$ cat config.mk
export PLATFORM = sky130hd
export DESIGN_NAME = adia_irq_agg
export DESIGN_NICKNAME = d
export VERILOG_FILES = /design/src/design/adia_pkg.sv /design/src/design/adia_volt_if.sv /design/src/design/adia_irq_agg.sv /design/src/design/adia_volt_latch.sv
export SDC_FILE = /design/constraint.sdc
export NUM_CORES = 1
export LEC_CHECK = 0
export ABC_AREA = 1
export BUFFER_PORTS_ARGS = -buffer_cell sky130_fd_sc_hd__buf_4
export CAP_MARGIN = 40
export CORE_ASPECT_RATIO = 1.25
export CORE_MARGIN = 2
export CORE_UTILIZATION = 32
export CTS_CLUSTER_DIAMETER = 200
export DETAILED_ROUTE_END_ITERATION = 8
export PLACE_DENSITY_LB_ADDON = 0.2
export SLEW_MARGIN = 20
export SYNTH_ARGS = -nofsm -noshare
export SYNTH_HDL_FRONTEND = slang
export SYNTH_SLANG_ARGS = --single-unit
$ cat constraint.sdc
create_clock -name core_clk -period 3.45 [get_ports core_clk]
set_input_delay 0.5175 -clock core_clk [delete_from_list [all_inputs] [get_ports core_clk]]
set_output_delay 0.5175 -clock core_clk [all_outputs]
set_load 0.02 [all_outputs]
$ cat src/design/adia_pkg.sv
// package: constants of the analog die interrupt aggregator
// Behaviour
// - mirror bit 0 is the OR of the five latched voltage warnings
// - every interrupt source shows as a read-only pending bit in the mirror
// - reading the mirror clears nothing; host services the source module itself
// - timer channels 0..3 at mirror bits 1..4, timer wrap at bit 5
// - serial error, transmit, receive at mirror bits 6, 7, 8
// - ADC sequence done at mirror bit 9
// - overheat bits: bus driver 10, high side 11, low side 12, hall 13
// - mirror is a 16-bit word at 0x00, bytes readable at 0x00 and 0x01
// - host sees offsets on base 0x0200 blocking or 0x300 non-blocking
// - vector returns highest pending source code, pre-doubled for word tables
// - vector code in bits 5:0, zero when nothing pending
// - stop-state wake-up returns code 0x00 at highest priority
// - low supply 0x02, regulator hot 0x04, low battery 0x06 in that order
// - timer channels 0..3 give 0x08..0x0e, timer wrap 0x10
// - serial error 0x12, transmit 0x14, receive 0x16, ADC done 0x18
// - overheat codes: bus driver 0x1a, high 0x1c, low 0x1e, hall 0x20
// - high supply 0x22, regulator overvolt 0x24 at lowest priority
// - smallest priority number wins among pending sources, 1 highest, 18 lowest
// - reading the vector clears nothing; host services the source module
// - combined voltage bit only in mirror; encoder ranks five voltage warnings apart
// - voltage warning acknowledged by status read; re-raised only after condition recurs
// - interrupt output high while any request pending, only in normal mode
// - voltage status read clears every latched voltage warning present
package adia_pkg;
	localparam int          ADIA_ADDR_W       = 8;
	localparam int          ADIA_DATA_W       = 16;
	localparam int          ADIA_VEC_W        = 8;
	localparam int          ADIA_NUM_VOLT     = 5;
	localparam int          ADIA_NUM_PRIO     = 18;
	localparam logic [15:0] ADIA_BASE_BLOCK   = 16'h0200;
	localparam logic [15:0] ADIA_BASE_NONBLK  = 16'h0300;
	localparam logic [7:0]  ADIA_OFS_MIRROR   = 8'h00;
	localparam logic [7:0]  ADIA_OFS_MIRROR_B = 8'h01;
	localparam logic [7:0]  ADIA_OFS_VECTOR   = 8'h02;
	localparam logic [7:0]  ADIA_OFS_VSTATUS  = 8'h04;
	// voltage warning positions, same as in the voltage status register
	localparam int          ADIA_V_LOWBAT     = 0;
	localparam int          ADIA_V_LOWSUP     = 1;
	localparam int          ADIA_V_HIGHSUP    = 2;
	localparam int          ADIA_V_REGHOT     = 3;
	localparam int          ADIA_V_REGOV      = 4;
	// mirror bit positions
	localparam int          ADIA_M_VOLT       = 0;
	localparam int          ADIA_M_TCH0       = 1;
	localparam int          ADIA_M_TWRAP      = 5;
	localparam int          ADIA_M_SERR       = 6;
	localparam int          ADIA_M_STX        = 7;
	localparam int          ADIA_M_SRX        = 8;
	localparam int          ADIA_M_ADC        = 9;
	localparam int          ADIA_M_BUSHOT     = 10;
	localparam int          ADIA_M_HSHOT      = 11;
	localparam int          ADIA_M_LSHOT      = 12;
	localparam int          ADIA_M_HALLHOT    = 13;
	localparam int          ADIA_VEC_LSB_W    = 6;
	localparam logic [5:0]  ADIA_VEC_NONE     = 6'h00;
	localparam logic [5:0]  ADIA_VEC_STEP     = 6'h02;
	localparam logic [15:0] ADIA_MIRROR_RST   = 16'h0000;
	localparam logic [7:0]  ADIA_VEC_RST      = 8'h00;
endpackage : adia_pkg

$ cat src/design/adia_volt_if.sv
// interface: voltage conditions in, latched warnings out, clear strobe
`timescale 1ns/100ps
interface adia_volt_if #(
	parameter int N = 5
);
	logic [N-1:0] cond;
	logic         clr;
	logic [N-1:0] warn;

	modport agg (output cond, output clr, input warn);
	modport latch (input cond, input clr, output warn);
endinterface : adia_volt_if

$ cat src/design/adia_irq_agg.sv
// module: interrupt source mirror, priority vector and interrupt output
`timescale 1ns/100ps
module adia_irq_agg (
	input  wire logic                             core_clk,
	input  wire logic                             rst_n,
	input  wire logic                             reg_rd_en,
	input  wire logic [adia_pkg::ADIA_ADDR_W-1:0] reg_addr,
	input  wire logic                             reg_word,
	output logic [adia_pkg::ADIA_DATA_W-1:0]      reg_rdata,
	output logic                                  reg_rvalid,
	input  wire logic                             normal_mode,
	input  wire logic                             stop_wake,
	input  wire logic                             low_battery_cond,
	input  wire logic                             low_supply1_cond,
	input  wire logic                             high_supply2_cond,
	input  wire logic                             regulator_hot_cond,
	input  wire logic                             regulator_overvolt_cond,
	input  wire logic                             timer_chan_0_req,
	input  wire logic                             timer_chan_1_req,
	input  wire logic                             timer_chan_2_req,
	input  wire logic                             timer_chan_3_req,
	input  wire logic                             timer_wrap_req,
	input  wire logic                             sci_error_req,
	input  wire logic                             sci_tx_req,
	input  wire logic                             sci_rx_req,
	input  wire logic                             adc_sequence_done_req,
	input  wire logic                             bus_driver_overheat_req,
	input  wire logic                             high_side_overheat_req,
	input  wire logic                             low_side_overheat_req,
	input  wire logic                             hall_supply_overheat_req,
	output logic [adia_pkg::ADIA_NUM_VOLT-1:0]    voltage_warn_flags,
	output logic                                  die_link_irq_out
);
	import adia_pkg::*;

	adia_volt_if #(.N(ADIA_NUM_VOLT)) vif ();

	logic [ADIA_NUM_VOLT-1:0] low_warn;
	logic                     low_battery_warn;
	logic                     low_supply1_warn;
	logic                     high_supply2_warn;
	logic                     regulator_hot_warn;
	logic                     regulator_overvolt_warn;
	logic                     voltage_status_combined;
	logic [ADIA_DATA_W-1:0]   pending_source_mirror;
	logic [ADIA_VEC_W-1:0]    priority_vector_code;
	logic [ADIA_NUM_PRIO-1:0] prio_req;
	logic [ADIA_DATA_W-1:0]   rdata_r;
	logic [ADIA_DATA_W-1:0]   rdata_nxt;
	logic                     rvalid_r;
	logic                     rvalid_nxt;
	logic                     irq_r;
	logic                     irq_nxt;
	logic                     vstatus_rd;

	// lowest index wins; code is the doubled priority number, which is the index plus one
	function automatic logic [5:0] adia_encode(input logic [ADIA_NUM_PRIO-1:0] req);
		logic [5:0] code;
		code = ADIA_VEC_NONE;
		for (int i = ADIA_NUM_PRIO - 1; i >= 0; i--)
		begin
			if (req[i])
				code = 6'((i + 1) * 2);
		end
		return code;
	endfunction : adia_encode

	adia_volt_latch #(.N(ADIA_NUM_VOLT)) u_volt_latch (
		.core_clk (core_clk),
		.rst_n    (rst_n),
		.vif      (vif)
	);

	// the voltage status register itself lives in the power block; its read is watched here
	assign vstatus_rd = reg_rd_en && (reg_addr == ADIA_OFS_VSTATUS);

	always_comb
	begin
		vif.cond                 = '0;
		vif.cond[ADIA_V_LOWBAT]  = low_battery_cond;
		vif.cond[ADIA_V_LOWSUP]  = low_supply1_cond;
		vif.cond[ADIA_V_HIGHSUP] = high_supply2_cond;
		vif.cond[ADIA_V_REGHOT]  = regulator_hot_cond;
		vif.cond[ADIA_V_REGOV]   = regulator_overvolt_cond;
		vif.clr                  = vstatus_rd;
	end

	assign low_warn                = vif.warn;
	assign low_battery_warn        = low_warn[ADIA_V_LOWBAT];
	assign low_supply1_warn        = low_warn[ADIA_V_LOWSUP];
	assign high_supply2_warn       = low_warn[ADIA_V_HIGHSUP];
	assign regulator_hot_warn      = low_warn[ADIA_V_REGHOT];
	assign regulator_overvolt_warn = low_warn[ADIA_V_REGOV];
	assign voltage_status_combined = |low_warn;

	// mirror and vector are pure functions of this cycle's pending inputs
	always_comb
	begin
		pending_source_mirror                   = ADIA_MIRROR_RST;
		pending_source_mirror[ADIA_M_VOLT]      = voltage_status_combined;
		pending_source_mirror[ADIA_M_TCH0]      = timer_chan_0_req;
		pending_source_mirror[ADIA_M_TCH0 + 1]  = timer_chan_1_req;
		pending_source_mirror[ADIA_M_TCH0 + 2]  = timer_chan_2_req;
		pending_source_mirror[ADIA_M_TCH0 + 3]  = timer_chan_3_req;
		pending_source_mirror[ADIA_M_TWRAP]     = timer_wrap_req;
		pending_source_mirror[ADIA_M_SERR]      = sci_error_req;
		pending_source_mirror[ADIA_M_STX]       = sci_tx_req;
		pending_source_mirror[ADIA_M_SRX]       = sci_rx_req;
		pending_source_mirror[ADIA_M_ADC]       = adc_sequence_done_req;
		pending_source_mirror[ADIA_M_BUSHOT]    = bus_driver_overheat_req;
		pending_source_mirror[ADIA_M_HSHOT]     = high_side_overheat_req;
		pending_source_mirror[ADIA_M_LSHOT]     = low_side_overheat_req;
		pending_source_mirror[ADIA_M_HALLHOT]   = hall_supply_overheat_req;
	end

	// encoder order: voltage warnings ranked one by one, not the combined bit
	always_comb
	begin
		prio_req = {
			regulator_overvolt_warn,
			high_supply2_warn,
			hall_supply_overheat_req,
			low_side_overheat_req,
			high_side_overheat_req,
			bus_driver_overheat_req,
			adc_sequence_done_req,
			sci_rx_req,
			sci_tx_req,
			sci_error_req,
			timer_wrap_req,
			timer_chan_3_req,
			timer_chan_2_req,
			timer_chan_1_req,
			timer_chan_0_req,
			low_battery_warn,
			regulator_hot_warn,
			low_supply1_warn
		};
		priority_vector_code = ADIA_VEC_RST;
		if (stop_wake)
			priority_vector_code[ADIA_VEC_LSB_W-1:0] = ADIA_VEC_NONE;
		else
			priority_vector_code[ADIA_VEC_LSB_W-1:0] = adia_encode(prio_req);
	end

	// read path; nothing here touches a source's pending state
	always_comb
	begin
		rdata_nxt  = rdata_r;
		rvalid_nxt = reg_rd_en;
		if (reg_rd_en)
		begin
			rdata_nxt = '0;
			// local offsets only; the host adds either global base upstream
			case (reg_addr)
				ADIA_OFS_MIRROR:
				begin
					if (reg_word)
						rdata_nxt = pending_source_mirror;
					else
						rdata_nxt = {8'h00, pending_source_mirror[15:8]};
				end
				ADIA_OFS_MIRROR_B:
				begin
					rdata_nxt = {8'h00, pending_source_mirror[7:0]};
				end
				ADIA_OFS_VECTOR:
				begin
					rdata_nxt = {8'h00, priority_vector_code};
				end
				default:
				begin
					rdata_nxt = '0;
				end
			endcase
		end
		// only normal mode signals requests; level stays until the source is served
		irq_nxt = normal_mode && (|pending_source_mirror);
	end

	always_ff @(posedge core_clk)
	begin
		if (!rst_n)
		begin
			rdata_r  <= '0;
			rvalid_r <= 1'b0;
			irq_r    <= 1'b0;
		end
		else
		begin
			rdata_r  <= rdata_nxt;
			rvalid_r <= rvalid_nxt;
			irq_r    <= irq_nxt;
		end
	end

	// no write path exists: writes from the link never reach these registers
	assign reg_rdata          = rdata_r;
	assign reg_rvalid         = rvalid_r;
	assign die_link_irq_out   = irq_r;
	assign voltage_warn_flags = low_warn;
endmodule : adia_irq_agg

$ cat src/design/adia_volt_latch.sv
// module: edge-latched voltage warnings cleared by a status read
`timescale 1ns/100ps
module adia_volt_latch #(
	parameter int N = 5
) (
	input  wire logic   core_clk,
	input  wire logic   rst_n,
	adia_volt_if.latch  vif
);
	logic [N-1:0] cond_d_r;
	logic [N-1:0] cond_d_nxt;
	logic [N-1:0] warn_r;
	logic [N-1:0] warn_nxt;

	// elaboration-time refusal of a width the latch cannot serve
	if (N < 1)
	begin : g_bad_width
		$error("adia_volt_latch: N must be at least 1");
	end

	always_comb
	begin
		cond_d_nxt = vif.cond;
		// a rising condition sets the warning, and set beats a clear in the same cycle
		warn_nxt   = (warn_r & ~{N{vif.clr}}) | (vif.cond & ~cond_d_r);
	end

	always_ff @(posedge core_clk)
	begin
		if (!rst_n)
		begin
			cond_d_r <= '0;
			warn_r   <= '0;
		end
		else
		begin
			cond_d_r <= cond_d_nxt;
			warn_r   <= warn_nxt;
		end
	end

	assign vif.warn = warn_r;
endmodule : adia_volt_latch

After elaboration in Yosys (flattened, before gate mapping). Cells that the tools add are included.

Eq/ne operators: 3. Multiplexer cells: 21. Bitwise gates (word level): 5. Reduce and logical (&&, ||, !) cells: 5.

Operators by type and width (count): $mux 6 (19); $pmux 16 s3 (1); $reduce_or 18->1 (1); $mux 14 (1); $and 5x5->5 (2); $not 5->5 (2); $eq 8x1->1 const B (1); $eq 8x2->1 const B (1); $eq 8x3->1 const B (1); $logic_not 8->1 (1); $or 5x5->5 (1); $reduce_or 5->1 (1); $logic_and 1x1->1 (2).

Register bits after elaboration: 28. Input bits: 32. Output and inout bits: 23. Word-level logic and storage cells: 39.

Depth between registers and ports, before layout.
Depth in word-level cells: 20. Mapped depth: 19. Depth with buffers taken out: 19.

Hierarchy. A second synthesis with hierarchy kept.

Cells, all modules: 190. Area total of the unflattened synthesis: 1358.8 sq um.

Modules (own cells, without submodules): adia_irq_agg (times used 1, cells an instance 148, area an instance 1018.5 sq um, seq. area each 320.3 sq um); adia_volt_latch (times used 1, cells an instance 42, area an instance 340.3 sq um, seq. area each 200.2 sq um).

Least setup slack after synthesis. OpenSTA, ideal clock, no wires.

Path type: input-to-reg. From: in reg_addr[5] in the netlist's numbering. To: reg rdata_r[1] (netlist: reg_rdata[1]). Setup time: 0.066 ns. Arrival time: 1.512 ns. Required time: 3.384 ns. Path slack: 1.872 ns. Cell stages on the path: 11. Path buffers: 0. Cells stage by stage: nor2_1 > nand2_1 > nor3_4 > nand3_2 > o21ai_2 > inv_2 > o22ai_2 > inv_1 > nand2_1 > nand2_1 > a21oi_2.

Longest elaborated chain between the ends: 2. Elaborated cells between the ends (all ways): 4. Those cells by class: 2 x eq/ne; 1 x mux; 1 x reduce/logical.

RTL lines: from (decl) (line adia_irq_agg.sv:7) `input wire logic [adia_pkg::ADIA_ADDR_W-1:0] reg_addr,`; $eq 8x2->1 (tied with other cells) (line adia_irq_agg.sv:155) `case (reg_addr)`; $pmux 16 s3 (*) (line adia_irq_agg.sv:155); to (signal assigned) (line adia_irq_agg.sv:191) `rdata_r <= rdata_nxt;`; to (decl) (line adia_irq_agg.sv:48) `logic [ADIA_DATA_W-1:0] rdata_r;`.

Every way passes the cells marked *; elsewhere a longest branch is shown, timed or not. A chain may end at the register's enable or synchronous reset.

Worst setup path in the final report.
From: in reg_addr[5] in the netlist's numbering. To: reg rdata_r[11] (netlist: reg_rdata[11]).

The elaborated chain is that of the path after synthesis.

==> qor.yml <==
dp.cells: 294
yosys.area.top_type: "dfxtp_1"
yosysSeqAreaShare_pct: 40.2
htreeDepth: 1
status: "finished, final reports clean"
path_buf_inv: 1
via_count: 1334
grt_start_max_net_pins: 17
post-cts-setup-buffers: 0
start_kind: "primary input"
fin_setup_tns_ns: 0
postRouteAntennaNets: 0
synth_top_area_share_pct: 40.2
die_area_sq_um: 4580
insertion_delay_ns: 0.27
cp.required_ns: 3.65
io_pins: 55
hold_viol_final: 0
power.leakage_nw: 0.889
setup_violations: 0
antenna_found_initial: 0
grt_overflow: 0
finalNonFillerCells: 298
cts-root-buf: "clkbuf_8"
critPathKind: "primary input to register"
crit_chain: "buf_4 > nor2_1 > nand2_1 > nor3_4 > nand3_2 > nor2_1 > nand3_1 > a21oi_1"
critical-path-slowest-cell: "nor2_1"
yosysWarnings: 0
clkSinkCount: 26
path_max_fanout: 6
p_total_mw: 0.622
io_buffer_count: 52
grt_pass1_wl_mm: 5.20
hold_class: "register to register"
cpMostUsedCell: "nor2_1"
clk_path_buf_depth: 2
start_util_pct: 33.7
n_antenna_cell: 0
powerDensity_nw_per_um2: 350
core_sq_um: 3850
syn_area_sq_um: 1300
cts_buffers: 3
viasPerCell: 4.48
drt_iter0_drc: 59
syn_avg_cell_area_sq_um: 6.68
nets: 277
core.rowCount: 25
fin_skew_ns: 0.00191
dr.pass1.iters: 4
die_width_microns: 60.9
wl_per_cell_microns: 10.6
crit_arrival_ns: 1.78
min_period_ns: 1.57
syn2layout_area_growth_pct: 37.2
rsz0062_at_grt: "false"
drc: 0
syn-instance-count: 194
max_freq_mhz: 636
cts_tree: "yes"
ys_ff_latch: 26
end_kind: "register"
drive_gt1_share_pct: 26.2
grt_util_all_layers_pct: 14.9
period_share_pct: 45.6
grt_pass1_vias: 1241
peakVddDrop_mv: 0.187
place_hpwl_mm: 2.52
postLayoutCoreUtil_pct: 46.2
ys_types: 25
yosys-top-cells-area: "dfxtp_1 (40%), nand2_1 (14%), inv_1 (9.8%), nand3_1 (8.5%), a21oi_1 (5.4%)"
critPathTopFamily: "simple AND/OR/NAND/NOR gates"
gp_congestion: 0.841
dieHeight_microns: 75.2
drt-total-wl_mm: 3.16
hold_buffers: 0
maxCapViolCount: 0
slowest_delay_ns: 0.37
path_clk_slew_ns: 0.09
maxSlewViolCount: 0
cts_resized: 0
[per-layer routing]
| metal | vias up | global-route usage (%) | routed length, microns |
|---|---|---|---|
| li1 | 713 | - | - |
| met1 | 586 | 17.4 | 1410 |
| met2 | 31 | 26.9 | 1570 |
| met3 | 4 | 2.58 | 142 |
| met4 | 0 | 5.07 | 34 |
| met5 | - | 0 | 0 |
[cell usage in the layout, fill, tap and decap left out, types with 2 or more instances in the layout]
cell type and instances:
nor2_1 14, o221ai_1 4, nand2_1 50, inv_1 34, dfxtp_1 26, nor3_1 2
a21oi_1 14, o21ai_0 6, nand3_1 22, buf_4 52, inv_2 2, conb_1 2
clkbuf_8 4, nor4_1 2
[per-stage QoR]
step           worst slack (ns)  hold slack, ns  instance area (sq um)
2_1_floorplan              1.87           0.399                   1300
3_3_place_gp               1.61           0.403                   1720
3_5_place_dp               1.58           0.409                   1720
4_1_cts                    1.88           0.422                   1780
5_1_grt                    1.71           0.447                   1780
6_report                   1.88           0.418                   1780
[synth_stat cells]
cell type / instances
o22ai_2: 1
clkbuf_1: 4
o2111a_1: 1
buf_4: 2
o21ai_2: 1
nand3_2: 1
inv_2: 2
nor4_1: 2
nand3_1: 22
nor2_2: 1
o21ai_0: 6
nor3_1: 2
dfxtp_1: 26
nor2_1: 14
o22ai_1: 1
a21oi_1: 14
nor3_4: 1
inv_1: 34
o221ai_1: 4
o211ai_1: 1
conb_1: 1
nand2_1: 50
nand4_1: 1
a21oi_2: 1
buf_2: 1
[path summary, 6_finish.rpt]
kind / from / to / slack [ns] / cells past startpoint
max: reg_addr[5] / reg_rdata[11] / 1.88 / 8
min: u_volt_latch.cond_d_r[4] / u_volt_latch.vif.warn[4] / 0.42 / 1
max reg2reg: u_volt_latch.vif.warn[2] / reg_rdata[1] / 1.95 / 18
min reg2reg: u_volt_latch.cond_d_r[4] / u_volt_latch.vif.warn[4] / 0.42 / 1
[registers in the layout (all words and copies together), names as in the netlist]
signal	cells
reg_rdata	14
u_volt_latch.cond_d_r	5
u_volt_latch.vif.warn	5
die_link_irq_out	1
reg_rvalid	1
[final cells by class]
type | instances | area (sq um)
inverters | 36 | 135
flip-flops and latches | 26 | 520
well taps | 54 | 67.6
clock buffers | 4 | 55.1
repair buffers | 52 | 390
multi-input cells | 126 | 609
fillers | 434 | 2070
[power by group]
group          switching, mW  internal (mW)  total, mW
Sequential           0.00857          0.311      0.319
Clock                 0.0958          0.102      0.198
Combinational         0.0582         0.0464      0.105
[kinds of logic after synthesis]
family	Yosys count	synth area share [%]
DFF	26	40.2
buffers and inverters	43	13.1
other	1	0.289
AOI/OAI and AO/OA	30	14.7
and+or+nand+nor	94	31.8
Power figures use the tool's default switching activity.
